$ cat config.mk
export PLATFORM = sky130hd
export DESIGN_NAME = dual_channel_safety_monitor
export DESIGN_NICKNAME = d
export VERILOG_FILES = /design/src/rtl/safety_mon_pkg.sv /design/src/rtl/dual_channel_safety_monitor.sv
export VERILOG_INCLUDE_DIRS = /design/src /design/src/rtl
export SDC_FILE = /design/constraint.sdc
export NUM_CORES = 1
export LEC_CHECK = 0
export BUFFER_PORTS_ARGS = -buffer_cell sky130_fd_sc_hd__buf_4
export CAP_MARGIN = 20
export CORE_MARGIN = 8
export CORE_UTILIZATION = 61
export DETAILED_ROUTE_END_ITERATION = 12
export GPL_TIMING_DRIVEN = 0
export HOLD_SLACK_MARGIN = 0.12
export PLACE_DENSITY = 0.81
export SLEW_MARGIN = 20
export SYNTH_ARGS = -nofsm -noshare
export SYNTH_HDL_FRONTEND = slang
export SYNTH_SLANG_ARGS = --single-unit
$ cat constraint.sdc
create_clock -name sys_clk -period 6 [get_ports sys_clk]
set_clock_uncertainty 0.15 [all_clocks]
set_input_delay 0.9 -clock sys_clk [delete_from_list [all_inputs] [get_ports sys_clk]]
set_output_delay 0.9 -clock sys_clk [all_outputs]
set_load 0.005 [all_outputs]
$ cat src/rtl/safety_mon_defs.svh
`ifndef SAFETY_MON_DEFS_SVH
`define SAFETY_MON_DEFS_SVH

// ----------------------------------------------------------------------
// Clock and timebase
// ----------------------------------------------------------------------
`define CLK_NS 25
`define MS_NS 1000000
`define MS_CYC (`MS_NS / `CLK_NS)
`define PULSE_NS 50000
`define PULSE_CYC ((`PULSE_NS + `CLK_NS - 1) / `CLK_NS)

// ----------------------------------------------------------------------
// Filter and discrepancy settings
// ----------------------------------------------------------------------
`define FILT_STEP_MS 12'h019
`define FILT_MAX_STEPS 6'h28
`define FILT_DEF_STEPS 6'h00
`define DISC_STEP_MS 12'h032
`define DISC_MAX_STEPS 6'h3C
`define DISC_DEF_STEPS 6'h02
`define MS_TMR_MAX 12'hFFF

// ----------------------------------------------------------------------
// Output test spacing and fault indication
// ----------------------------------------------------------------------
`define MAIN_GAP_MS 8'h7D
`define OUT_GAP_MS 8'hFA
`define FLASH_HALF_MS 8'hFA
`define FAULT_TYPE_MINOR 8'h10
`define CODE_CHAN 8'h08
`define CODE_DISC 8'h20
`define CODE_NONE 8'h00

`endif

$ cat src/rtl/safety_mon_pkg.sv
package safety_mon_pkg;

  // Monitor function progress
  typedef enum logic [1:0] {
    S_OFF,
    S_ARMED,
    S_ON
  } mon_state_t;

  // Output tester position in its endless cycle
  typedef enum logic [1:0] {
    T_MAIN0,
    T_MAIN1,
    T_OUT
  } tst_step_t;

endpackage : safety_mon_pkg

$ cat src/rtl/dual_channel_safety_monitor.sv
`timescale 1ns/10ps
`include "safety_mon_defs.svh"

module dual_channel_safety_monitor #(
  parameter int N_OUT = 4,
  parameter int MS_CYCLES = `MS_CYC
) (
  input wire logic sys_clk,
  input wire logic rstn,
  input wire logic chan_a_in,
  input wire logic chan_b_in,
  input wire logic two_input_mode,
  input wire logic cfg_load,
  input wire logic [5:0] filter_steps,
  input wire logic [5:0] disc_steps,
  input wire logic [N_OUT-1:0] out_request,
  input wire logic [N_OUT-1:0] out_test_en,
  output logic monitor_function_output,
  output logic chan_fault,
  output logic disc_fault,
  output logic fault_led,
  output logic [7:0] fault_type,
  output logic [7:0] fault_code,
  output logic [N_OUT-1:0] safety_out,
  output logic test_pulse_active
);

  localparam int IDX_W = (N_OUT > 1) ? $clog2(N_OUT) : 1;
  localparam int MS_W = $clog2(MS_CYCLES + 1);
  localparam int PULSE_LEN = `PULSE_CYC;
  localparam logic [11:0] PULSE_LAST = 12'(`PULSE_CYC - 1);
  localparam logic [MS_W-1:0] MS_LAST = MS_W'(MS_CYCLES - 1);

  // ----------------------------------------------------------------------
  // Helper functions
  // ----------------------------------------------------------------------

  // Configured time in ms from a step count
  function automatic logic [11:0] ms_limit(input logic [5:0] steps, input logic [11:0] step_ms);
    logic [11:0] r;
    r = 12'(steps * step_ms);
    return r;
  endfunction : ms_limit

  // Lowest enabled output above 'from'; top bit flags that one was found
  function automatic logic [IDX_W:0] next_en(input logic [N_OUT-1:0] en, input int from);
    logic [IDX_W:0] r;
    r = '0;
    for (int i = N_OUT - 1; i >= 0; i--) begin
      if (i > from && en[i]) begin
        r = {1'b1, IDX_W'(i)};
      end
    end
    return r;
  endfunction : next_en

  // ----------------------------------------------------------------------
  // Millisecond timebase
  // ----------------------------------------------------------------------
  logic [MS_W-1:0] ms_cnt_q;
  logic ms_tick_q;

  // Single tick shared by all millisecond timers so they stay in step
  always_ff @(posedge sys_clk) begin
    if (!rstn) begin
      ms_cnt_q <= '0;
      ms_tick_q <= 1'b0;
    end else begin
      ms_tick_q <= (ms_cnt_q == MS_LAST);
      ms_cnt_q <= (ms_cnt_q == MS_LAST) ? '0 : ms_cnt_q + 1'b1;
    end
  end

  // ----------------------------------------------------------------------
  // Configuration capture
  // ----------------------------------------------------------------------
  logic [5:0] filt_cfg_q;
  logic [5:0] disc_cfg_q;
  logic two_in_q;

  // Out-of-range settings clamp to the largest legal step count
  always_ff @(posedge sys_clk) begin
    if (!rstn) begin
      filt_cfg_q <= `FILT_DEF_STEPS;
      disc_cfg_q <= `DISC_DEF_STEPS;
      two_in_q <= 1'b1;
    end else if (cfg_load) begin
      filt_cfg_q <= (filter_steps > `FILT_MAX_STEPS) ? `FILT_MAX_STEPS : filter_steps;
      disc_cfg_q <= (disc_steps > `DISC_MAX_STEPS) ? `DISC_MAX_STEPS : disc_steps;
      two_in_q <= two_input_mode;
    end
  end

  wire logic [11:0] filt_lim_w = ms_limit(filt_cfg_q, `FILT_STEP_MS);
  wire logic [11:0] disc_lim_w = ms_limit(disc_cfg_q, `DISC_STEP_MS);
  // Checks only exist for two-input functions with a nonzero time
  wire logic chk_en_w = two_in_q && (disc_cfg_q != 6'h00);

  // ----------------------------------------------------------------------
  // Input sampling, filter and discrepancy timers
  // ----------------------------------------------------------------------
  logic a_q;
  logic b_q;
  logic [11:0] filt_ms_q;
  logic [11:0] mism_ms_q;

  // Single-input mode mirrors channel A so no mismatch can arise
  wire logic b_eff_w = two_in_q ? b_q : a_q;
  wire logic chg_w = (chan_a_in != a_q) || (two_in_q && (chan_b_in != b_q));
  wire logic both_hi_w = a_q && b_eff_w;
  wire logic both_lo_w = !a_q && !b_eff_w;
  wire logic mism_w = a_q != b_eff_w;
  wire logic stable_w = !chg_w && (filt_ms_q >= filt_lim_w);

  // Every edge on A, or on B in two-input mode, restarts the filter; the mismatch timer runs only while inputs differ
  always_ff @(posedge sys_clk) begin
    if (!rstn) begin
      a_q <= 1'b0;
      b_q <= 1'b0;
      filt_ms_q <= 12'h000;
      mism_ms_q <= 12'h000;
    end else begin
      a_q <= chan_a_in;
      b_q <= chan_b_in;
      if (chg_w) begin
        filt_ms_q <= 12'h000;
      end else if (ms_tick_q && filt_ms_q != `MS_TMR_MAX) begin
        filt_ms_q <= filt_ms_q + 12'h001;
      end
      if (!mism_w) begin
        mism_ms_q <= 12'h000;
      end else if (ms_tick_q && mism_ms_q != `MS_TMR_MAX) begin
        mism_ms_q <= mism_ms_q + 12'h001;
      end
    end
  end

  // ----------------------------------------------------------------------
  // Monitor state machine and faults
  // ----------------------------------------------------------------------
  safety_mon_pkg::mon_state_t state_q;
  safety_mon_pkg::mon_state_t state_d;
  logic drop_pend_q;
  logic chan_flt_q;
  logic disc_flt_q;

  // Lone return high after a filtered drop is a channel fault
  wire logic chan_set_w = chk_en_w && drop_pend_q && both_hi_w
                          && (state_q == safety_mon_pkg::S_OFF);
  wire logic disc_set_w = chk_en_w && mism_w && (mism_ms_q >= disc_lim_w);
  wire logic flt_set_w = chan_set_w || disc_set_w;
  wire logic rise_w = (state_q == safety_mon_pkg::S_ARMED) && stable_w && both_hi_w && !flt_set_w;
  wire logic drop_w = (state_q == safety_mon_pkg::S_ON) && stable_w && !both_hi_w;

  // Output is only re-armed by a full low cycle, so a lone drop needs both inputs cycled
  always_comb begin
    state_d = state_q;
    unique case (state_q)
      safety_mon_pkg::S_OFF: begin
        if (stable_w && both_lo_w) begin
          state_d = safety_mon_pkg::S_ARMED;
        end
      end
      safety_mon_pkg::S_ARMED: begin
        if (rise_w) begin
          state_d = safety_mon_pkg::S_ON;
        end else if (flt_set_w) begin
          // A lagging contact may trail until the discrepancy time runs out
          state_d = safety_mon_pkg::S_OFF;
        end
      end
      safety_mon_pkg::S_ON: begin
        if (flt_set_w) begin
          state_d = safety_mon_pkg::S_OFF;
        end else if (drop_w) begin
          state_d = both_lo_w ? safety_mon_pkg::S_ARMED : safety_mon_pkg::S_OFF;
        end
      end
    endcase
  end

  // Set wins over clear so a fault arriving at the re-arm edge is kept
  always_ff @(posedge sys_clk) begin
    if (!rstn) begin
      state_q <= safety_mon_pkg::S_OFF;
      drop_pend_q <= 1'b0;
      chan_flt_q <= 1'b0;
      disc_flt_q <= 1'b0;
    end else begin
      state_q <= state_d;
      if (drop_w && mism_w) begin
        drop_pend_q <= 1'b1;
      end else if (both_lo_w || chan_set_w) begin
        drop_pend_q <= 1'b0;
      end
      chan_flt_q <= chan_set_w || (chan_flt_q && !rise_w);
      disc_flt_q <= disc_set_w || (disc_flt_q && !rise_w);
    end
  end

  // ----------------------------------------------------------------------
  // Fault indication and report
  // ----------------------------------------------------------------------
  logic [7:0] flash_ms_q;
  logic flash_q;

  wire logic chan_d_w = chan_set_w || (chan_flt_q && !rise_w);
  wire logic disc_d_w = disc_set_w || (disc_flt_q && !rise_w);
  wire logic [7:0] code_w = (chan_d_w ? `CODE_CHAN : `CODE_NONE)
                            | (disc_d_w ? `CODE_DISC : `CODE_NONE);

  // Free-running blink so every fault shows the same flash rate
  always_ff @(posedge sys_clk) begin
    if (!rstn) begin
      flash_ms_q <= 8'h00;
      flash_q <= 1'b0;
      monitor_function_output <= 1'b0;
      chan_fault <= 1'b0;
      disc_fault <= 1'b0;
      fault_led <= 1'b0;
      fault_type <= 8'h00;
      fault_code <= 8'h00;
    end else begin
      if (ms_tick_q) begin
        flash_ms_q <= (flash_ms_q >= `FLASH_HALF_MS - 8'h01) ? 8'h00 : flash_ms_q + 8'h01;
        flash_q <= (flash_ms_q >= `FLASH_HALF_MS - 8'h01) ? !flash_q : flash_q;
      end
      monitor_function_output <= (state_d == safety_mon_pkg::S_ON);
      chan_fault <= chan_d_w;
      disc_fault <= disc_d_w;
      fault_led <= (chan_flt_q || disc_flt_q) && flash_q;
      fault_type <= (chan_d_w || disc_d_w) ? `FAULT_TYPE_MINOR : `CODE_NONE;
      fault_code <= code_w;
    end
  end

  // ----------------------------------------------------------------------
  // Output test sequencer
  // ----------------------------------------------------------------------
  safety_mon_pkg::tst_step_t step_q;
  logic rep_q;
  logic [IDX_W-1:0] cur_q;
  logic [7:0] gap_ms_q;
  logic pulse_on_q;
  logic pulse_main_q;
  logic [IDX_W-1:0] pulse_idx_q;
  logic [11:0] pulse_cnt_q;

  wire logic [IDX_W:0] first_w = next_en(out_test_en, -1);
  wire logic [IDX_W:0] after_w = next_en(out_test_en, int'(cur_q));
  wire logic [7:0] target_w = (step_q == safety_mon_pkg::T_MAIN1) ? `MAIN_GAP_MS
                                                                  : `OUT_GAP_MS;
  wire logic fire_w = !pulse_on_q && (gap_ms_q >= target_w);
  wire logic pulse_end_w = pulse_on_q && (pulse_cnt_q == PULSE_LAST);

  // Step order: main, main, then two pulses per enabled output, then back
  always_ff @(posedge sys_clk) begin
    if (!rstn) begin
      step_q <= safety_mon_pkg::T_MAIN0;
      rep_q <= 1'b0;
      cur_q <= '0;
      gap_ms_q <= 8'h00;
      pulse_main_q <= 1'b0;
      pulse_idx_q <= '0;
    end else if (fire_w) begin
      gap_ms_q <= 8'h00;
      pulse_main_q <= (step_q != safety_mon_pkg::T_OUT);
      pulse_idx_q <= cur_q;
      unique case (step_q)
        safety_mon_pkg::T_MAIN0: begin
          step_q <= safety_mon_pkg::T_MAIN1;
        end
        safety_mon_pkg::T_MAIN1: begin
          step_q <= first_w[IDX_W] ? safety_mon_pkg::T_OUT : safety_mon_pkg::T_MAIN0;
          cur_q <= first_w[IDX_W-1:0];
          rep_q <= 1'b0;
        end
        safety_mon_pkg::T_OUT: begin
          if (!rep_q) begin
            rep_q <= 1'b1;
          end else begin
            rep_q <= 1'b0;
            cur_q <= after_w[IDX_W-1:0];
            step_q <= after_w[IDX_W] ? safety_mon_pkg::T_OUT : safety_mon_pkg::T_MAIN0;
          end
        end
      endcase
    end else if (ms_tick_q && gap_ms_q != 8'hFF) begin
      gap_ms_q <= gap_ms_q + 8'h01;
    end
  end

  // Pulse width counted in system clocks; a pulse is far shorter than one tick
  always_ff @(posedge sys_clk) begin
    if (!rstn) begin
      pulse_on_q <= 1'b0;
      pulse_cnt_q <= 12'h000;
    end else if (fire_w) begin
      pulse_on_q <= 1'b1;
      pulse_cnt_q <= 12'h000;
    end else if (pulse_end_w) begin
      pulse_on_q <= 1'b0;
    end else if (pulse_on_q) begin
      pulse_cnt_q <= pulse_cnt_q + 12'h001;
    end
  end

  // Main pulse blanks every output, an individual pulse only its own
  wire logic [N_OUT-1:0] one_hot_w = N_OUT'(1) << pulse_idx_q;
  wire logic [N_OUT-1:0] mask_w = !pulse_on_q ? '0 : (pulse_main_q ? '1 : one_hot_w);

  always_ff @(posedge sys_clk) begin
    if (!rstn) begin
      safety_out <= '0;
      test_pulse_active <= 1'b0;
    end else begin
      safety_out <= out_request & ~mask_w;
      test_pulse_active <= pulse_on_q;
    end
  end

  // ----------------------------------------------------------------------
  // Assertions
  // ----------------------------------------------------------------------
  a_main_all_off: assert property (@(posedge sys_clk) disable iff (!rstn)
    pulse_on_q && pulse_main_q |=> safety_out == '0)
    else $error("Main test pulse left an output on");

  a_indiv_one_off: assert property (@(posedge sys_clk) disable iff (!rstn)
    pulse_on_q && !pulse_main_q |=> !safety_out[$past(pulse_idx_q)])
    else $error("Individual test pulse missed its output");

  a_pulse_length: assert property (@(posedge sys_clk) disable iff (!rstn)
    $fell(pulse_on_q) |-> $past(pulse_cnt_q) == 12'(PULSE_LEN - 1))
    else $error("Test pulse width wrong");

  a_rise_stable: assert property (@(posedge sys_clk) disable iff (!rstn)
    $rose(monitor_function_output) |-> $past(both_hi_w && stable_w))
    else $error("Output rose without stable high inputs");

  a_fault_forces_off: assert property (@(posedge sys_clk) disable iff (!rstn)
    (chan_fault || disc_fault) |-> !monitor_function_output)
    else $error("Output high while a fault is latched");

  a_check_disabled: assert property (@(posedge sys_clk) disable iff (!rstn)
    !chk_en_w |=> !$rose(chan_flt_q) && !$rose(disc_flt_q))
    else $error("Fault raised with checks disabled");

  a_disc_timeout: assert property (@(posedge sys_clk) disable iff (!rstn)
    $rose(disc_flt_q) |-> $past(mism_ms_q) >= $past(disc_lim_w) && $past(mism_w))
    else $error("Discrepancy fault before the time expired");

  a_filter_drop: assert property (@(posedge sys_clk) disable iff (!rstn)
    state_q == safety_mon_pkg::S_ON && stable_w && !both_hi_w |=> !monitor_function_output)
    else $error("Output stayed high after filtered drop");

  a_code_chan: assert property (@(posedge sys_clk) disable iff (!rstn)
    chan_fault && !disc_fault |-> fault_type == 8'h10 && fault_code == 8'h08)
    else $error("Channel fault report wrong");

  a_code_disc: assert property (@(posedge sys_clk) disable iff (!rstn)
    disc_fault && !chan_fault |-> fault_type == 8'h10 && fault_code == 8'h20)
    else $error("Discrepancy fault report wrong");

endmodule : dual_channel_safety_monitor

# == Yosys cells after proc, flatten, opt, wreduce, memory -nomap -nowiden ==
# Cells that the tools add are included.
# word_totals
out_inout_bits,25
reg_bits,122
# op_classes
add_sub_neg,6
eq_ne,15
muxes,36
multipliers,2
reduce_logical,58
bitwise_logic,5
order_cmp,9
n_shift,1
# op_table
operator,n
$add A12 B1 Y12 const B,3
$logic_and A1 B1 Y1,28
$ne A12 B12 Y1 const B,2
$mul A6 B5 Y11 const B,2
$mux W3,7
$mux W2,9
$mux W6,3
$add A16 B1 Y16 const B,1
$add A8 B1 Y8 const B,2
$eq A16 B16 Y1 const B,1
$mux W8,2
$eq A12 B11 Y1 const B,1
$ge A12 B11 Y1,1
$ge A12 B12 Y1,1
$gt A6 B6 Y1 const B,2
$mux W4,3
$pmux W2 S3,2
$reduce_and A2 Y1,5
$ge A8 B8 Y1,1
$ge A8 B8 Y1 const B,1
$logic_not A1 Y1,8
$ne A8 B8 Y1 const B,1
$logic_or A1 B1 Y1,7
$mux W1,7
other kinds (19),32

# == Longest topological paths before layout ==
# logic_depth
word_depth,13
mapped_depth,20

# == Least setup slack after synthesis ==
# No wires, ideal clock.
# synth_path
path_type,reg2reg
startpoint,reg filt_cfg_q[1]
endpoint,reg monitor_function_output
slack_ns,1.666
setup_ns,0.060
required_time_ns,5.790
path_stages_with_launch,18
t_arrival_ns,4.124
path_buffers,0
period_less_slack_ns,4.334
cell_sequence,dfxtp_1 -> ha_1 -> ha_1 -> ha_1 -> fa_1 -> a21o_1 -> a21oi_1 -> o21bai_1 -> a21oi_1 -> xor2_1 -> ha_1 -> and4b_4 -> a211oi_2 -> o221ai_2 -> or2_1 -> a2111o_1 -> a211oi_2 -> and3_1
# synth_between
elab_chain_cells,9
elab_cells_between_ends,15
cone_classes,mul: 1; order compare: 1; eq/ne: 1; mux: 5; reduce/logical: 7
# synth_lines
item,line,text
"start, declared",dual_channel_safety_monitor.sv:77,logic [5:0] filt_cfg_q;
"start signal, assigned",dual_channel_safety_monitor.sv:84,filt_cfg_q <= `FILT_DEF_STEPS;
"start signal, assigned",dual_channel_safety_monitor.sv:88,filt_cfg_q <= (filter_steps > `FILT_MAX_STEPS) ? `FILT_MAX_STEPS : filter_steps;
$mul A6 B5 Y11 (*),dual_channel_safety_monitor.sv:41,r = 12'(steps * step_ms);
$ge A12 B11 Y1 (*),dual_channel_safety_monitor.sv:113,wire logic stable_w = !chg_w && (filt_ms_q >= filt_lim_w);
$logic_and A1 B1 Y1 (*),dual_channel_safety_monitor.sv:113,
"$logic_and A1 B1 Y1, on equally long branches (2 in a row)","dual_channel_safety_monitor.sv:153, dual_channel_safety_monitor.sv:152",
$mux W2 / $logic_and A1 B1 Y1 (equally long branches),"dual_channel_safety_monitor.sv:175, dual_channel_safety_monitor.sv:152",
"$mux W2, on equally long branches","dual_channel_safety_monitor.sv:173, dual_channel_safety_monitor.sv:165",
$pmux W2 S3 (*),dual_channel_safety_monitor.sv:158,unique case (state_q)
$eq A2 B2 Y1 (*),dual_channel_safety_monitor.sv:228,monitor_function_output <= (state_d == safety_mon_pkg::S_ON);
"end signal, assigned",dual_channel_safety_monitor.sv:228,
"end, declared",dual_channel_safety_monitor.sv:18,"output logic monitor_function_output,"
# Every way passes the cells marked *; elsewhere a longest branch is shown, timed or not.
# A chain may end at the register's enable or synchronous reset.

# == Final worst setup path ==
# layout_path
startpoint,reg filt_cfg_q[2]
endpoint,reg state_q[0]
# layout_between
elab_chain_cells,8
elab_cells_between_ends,14
cone_classes,mul: 1; order compare: 1; mux: 5; reduce/logical: 7
# layout_lines
item,line,text
$mul A6 B5 Y11 (*),dual_channel_safety_monitor.sv:41,
$ge A12 B11 Y1 (*),dual_channel_safety_monitor.sv:113,
$logic_and A1 B1 Y1 (*),dual_channel_safety_monitor.sv:113,
"$logic_and A1 B1 Y1, on equally long branches (2 in a row)","dual_channel_safety_monitor.sv:153, dual_channel_safety_monitor.sv:152",
$mux W2 / $logic_and A1 B1 Y1 (equally long branches),"dual_channel_safety_monitor.sv:175, dual_channel_safety_monitor.sv:152",
"$mux W2, on equally long branches","dual_channel_safety_monitor.sv:173, dual_channel_safety_monitor.sv:165",
$pmux W2 S3 (*),dual_channel_safety_monitor.sv:158,
"end signal, assigned",dual_channel_safety_monitor.sv:185,state_q <= safety_mon_pkg::S_OFF;
"end signal, assigned",dual_channel_safety_monitor.sv:190,state_q <= state_d;
"end, declared",dual_channel_safety_monitor.sv:141,safety_mon_pkg::mon_state_t state_q;
# Marks and branches as above.

==> results.txt <==
Status: completed
Critical path peak fanout: 5
Post-CTS Setup Inserts: 0
Syn_area_per_cell: 8.65 µm²
I/O pins: 51
EDFF count, synth: 0
Final period util: 0.834
Synth Register Bits: 107
Number of diodes: 0
CTS Hold Bufs: 0
Initial antenna violation count: 0
Final Max Tran Viols: 0
Largest net degree at the start of global routing: 21
Die ar.: 0.0137 mm²
VDD IR max: 0.147 mV
Prevailing post-synth register cell: dfxtp_1
Post-synthesis sequential area ratio: 0.343
Endpoint class of the critical path: flop
Area grow syn2layout: 10.9%
CP max stage cell: o21ai_0
Worst-path cell chain: ha_1 -> ha_1 -> ha_1 -> fa_1 -> a21o_1 -> a21oi_1 -> o21bai_1 -> a21oi_1 -> xor2_1 -> ha_1 -> and4b_4 -> a211oi_2 -> o221ai_2 -> o21ai_0 -> nor3b_1 -> a311oi_1 -> a21oi_1
Hold WC Path Type: reg2reg
Share of the synthesized area in the top cell type: 0.343
WHS: 0.303 ns
Avg Vias per Cell: 5.42
GP Congestion: 0.907
Routed wire length: 12600 µm
CTS sink cnt: 107
Worst setup SP type: flop
Worst-Skew Late Latency: 0.38 ns
Fraction of layout cells with a size suffix above 1: 0.0941
Routed vias: 4999
Clock Root Buffer: clkbuf_8
First-pass GRT wire length: 21200 µm
Layout Nets: 897
Final TNS setup: 0 ns
Clock-pin slew on the worst setup and hold paths: 0.11 ns
Total clock buffers created by CTS: 9
Synth area leader: dfxtp_1
Wire per inst: 13.7 µm
Die width: 117 µm
RSZ-0062 raised after global routing: no
Syn Std Cell Area: 0.00625 mm²
Syn. warnings: 0
Relative slew slack: 0.576
Slew @ Worst Pin: 0.629 ns
Number of global-route vias before repair: 4838
CP Data Required Time: 6.09 ns
Top-count cell post-synth: nor2_1
Cts repair resizes: 0
Congestion Overflow GR: 0
Placeable core region: 0.0101 mm²
Leak: 3.05 nW
Synth top cells by count: nor2_1, dfxtp_1, ha_1, xor2_1, nand2_1
Max-cap violations: 0
1st-iter DRT viols: 287
FP Rows: 37
CTS tree: done
Synth top area cells: dfxtp_1, ha_1, nor2_1
Yosys cell types: 48
P per Cell Area: 191 mW/mm²
Post-synthesis async set-or-reset flop share: 0
Setup Crit Path Kind: reg2reg
Antenna viol nets, final: 0
Fmax: 200 MHz
Tot GR Track Use: 0.191
Final Hold Vio Count: 0
Placed wire-length estimate: 9870 µm
H-tree depth: 3
Clk buf depth: 2
Initial Util: 0.616
Gate Count Post-Synth: 722
Crit path time final: 5.00 ns
First drt pass iteration count: 6
Crit path largest cell delay: 0.54 ns
Final Util: 0.683
Die height: 117 µm
Final setup viols: 0
Arr. time, crit path: 5.10 ns
Drc violations: 0
Port Buffers: 36
Cell repeated most along the worst path: ha_1
## state kept, by name (all words and copies together) (netlist names), 2 cells and up
| name | count |
|---|---|
| cur_q | 2 |
| state_q | 2 |
| ms_cnt_q | 16 |
| filt_ms_q | 12 |
| flash_ms_q | 8 |
| safety_out | 4 |
| mism_ms_q | 12 |
| gap_ms_q | 8 |
| filt_cfg_q | 6 |
| fault_code | 2 |
| pulse_cnt_q | 12 |
| disc_cfg_q | 6 |
| pulse_idx_q | 2 |
| step_q | 2 |
## cell usage in the layout, fill, tap and decap left out, types with 8 or more instances in the layout
cell and n:
xor2_1 46, nand2b_1 13, nand4_1 21, clkbuf_8 9
nand2_1 45, conb_1 13, clkbuf_1 16, a21oi_1 33
ha_1 88, nor3_1 16, dfxtp_1 107, inv_1 42
and3_1 11, buf_4 51, o21ai_0 10, mux2i_1 13
xnor2_1 25, a21o_1 8, nand3_1 33, nor2_1 117
## cells by family (layout without fill, tap and decap cells)
group	after synthesis	after routing	share of synthesized area
simple gates	280	280	0.209
flops	107	107	0.343
fa+ha+maj	90	90	0.183
compound gates	87	87	0.0917
buf+inv	73	125	0.0529
xor+xnor	71	71	0.0995
mux	13	13	0.0208
other cells	1	13	0.000600
## final cells by class
| cell class | instances | area, µm² |
|---|---|---|
| clock buffers | 9 | 124 |
| well taps | 136 | 170 |
| repair buffers | 36 | 270 |
| inverters | 42 | 158 |
| fillers | 780 | 3210 |
| flip-flops and latches | 107 | 2140 |
| multi-input cells | 554 | 3820 |
| plain buffers | 31 | 173 |
| clock inverters | 7 | 68.8 |
## metrics by stage
| stage | area (µm²) | total power [mW] | setup slack (ns) | instances |
|---|---|---|---|---|
| after floorplan | 6290 | 0.856 | 1.67 | 734 |
| after global placement | 6730 | 0.897 | 1.22 | 906 |
| after detailed placement | 6730 | 0.908 | 1.09 | 906 |
| after CTS | 6930 | 1.33 | 1.02 | 922 |
| after global routing | 6930 | 1.38 | 0.654 | 922 |
| final | 6930 | 1.32 | 0.998 | 922 |
## where the power goes
part	internal (mW)	switching (mW)	leakage, nW
registers	0.719	0.00905	0.866
clock network	0.161	0.267	0.0911
logic	0.0740	0.0909	2.09
## final timing paths
path	startpoint	end	slack, ns	depth (start not counted)
min reg2reg	ms_cnt_q[0]	ms_cnt_q[0]	0.30	1
max reg2reg	filt_cfg_q[2]	state_q[0]	1.0	17
max	filt_cfg_q[2]	state_q[0]	1.0	17
min	ms_cnt_q[0]	ms_cnt_q[0]	0.30	1
## routing by layer
metal,routed length (µm),track usage
met1,5580,0.224
met2,6300,0.339
met3,531,0.0349
met5,0,0
met4,204,0.0734
## worst max-delay path, delay by kind of cell (launching register included)
family | cells | cell delay (ns)
AO/OA/AOI/OAI | 9 | 2.12
flip-flops | 1 | 0.42
AND/OR/NAND/NOR | 2 | 0.37
XOR/XNOR | 1 | 0.21
adder cells (fa/ha/maj) | 5 | 1.62
Power figures use the tool's default switching activity.
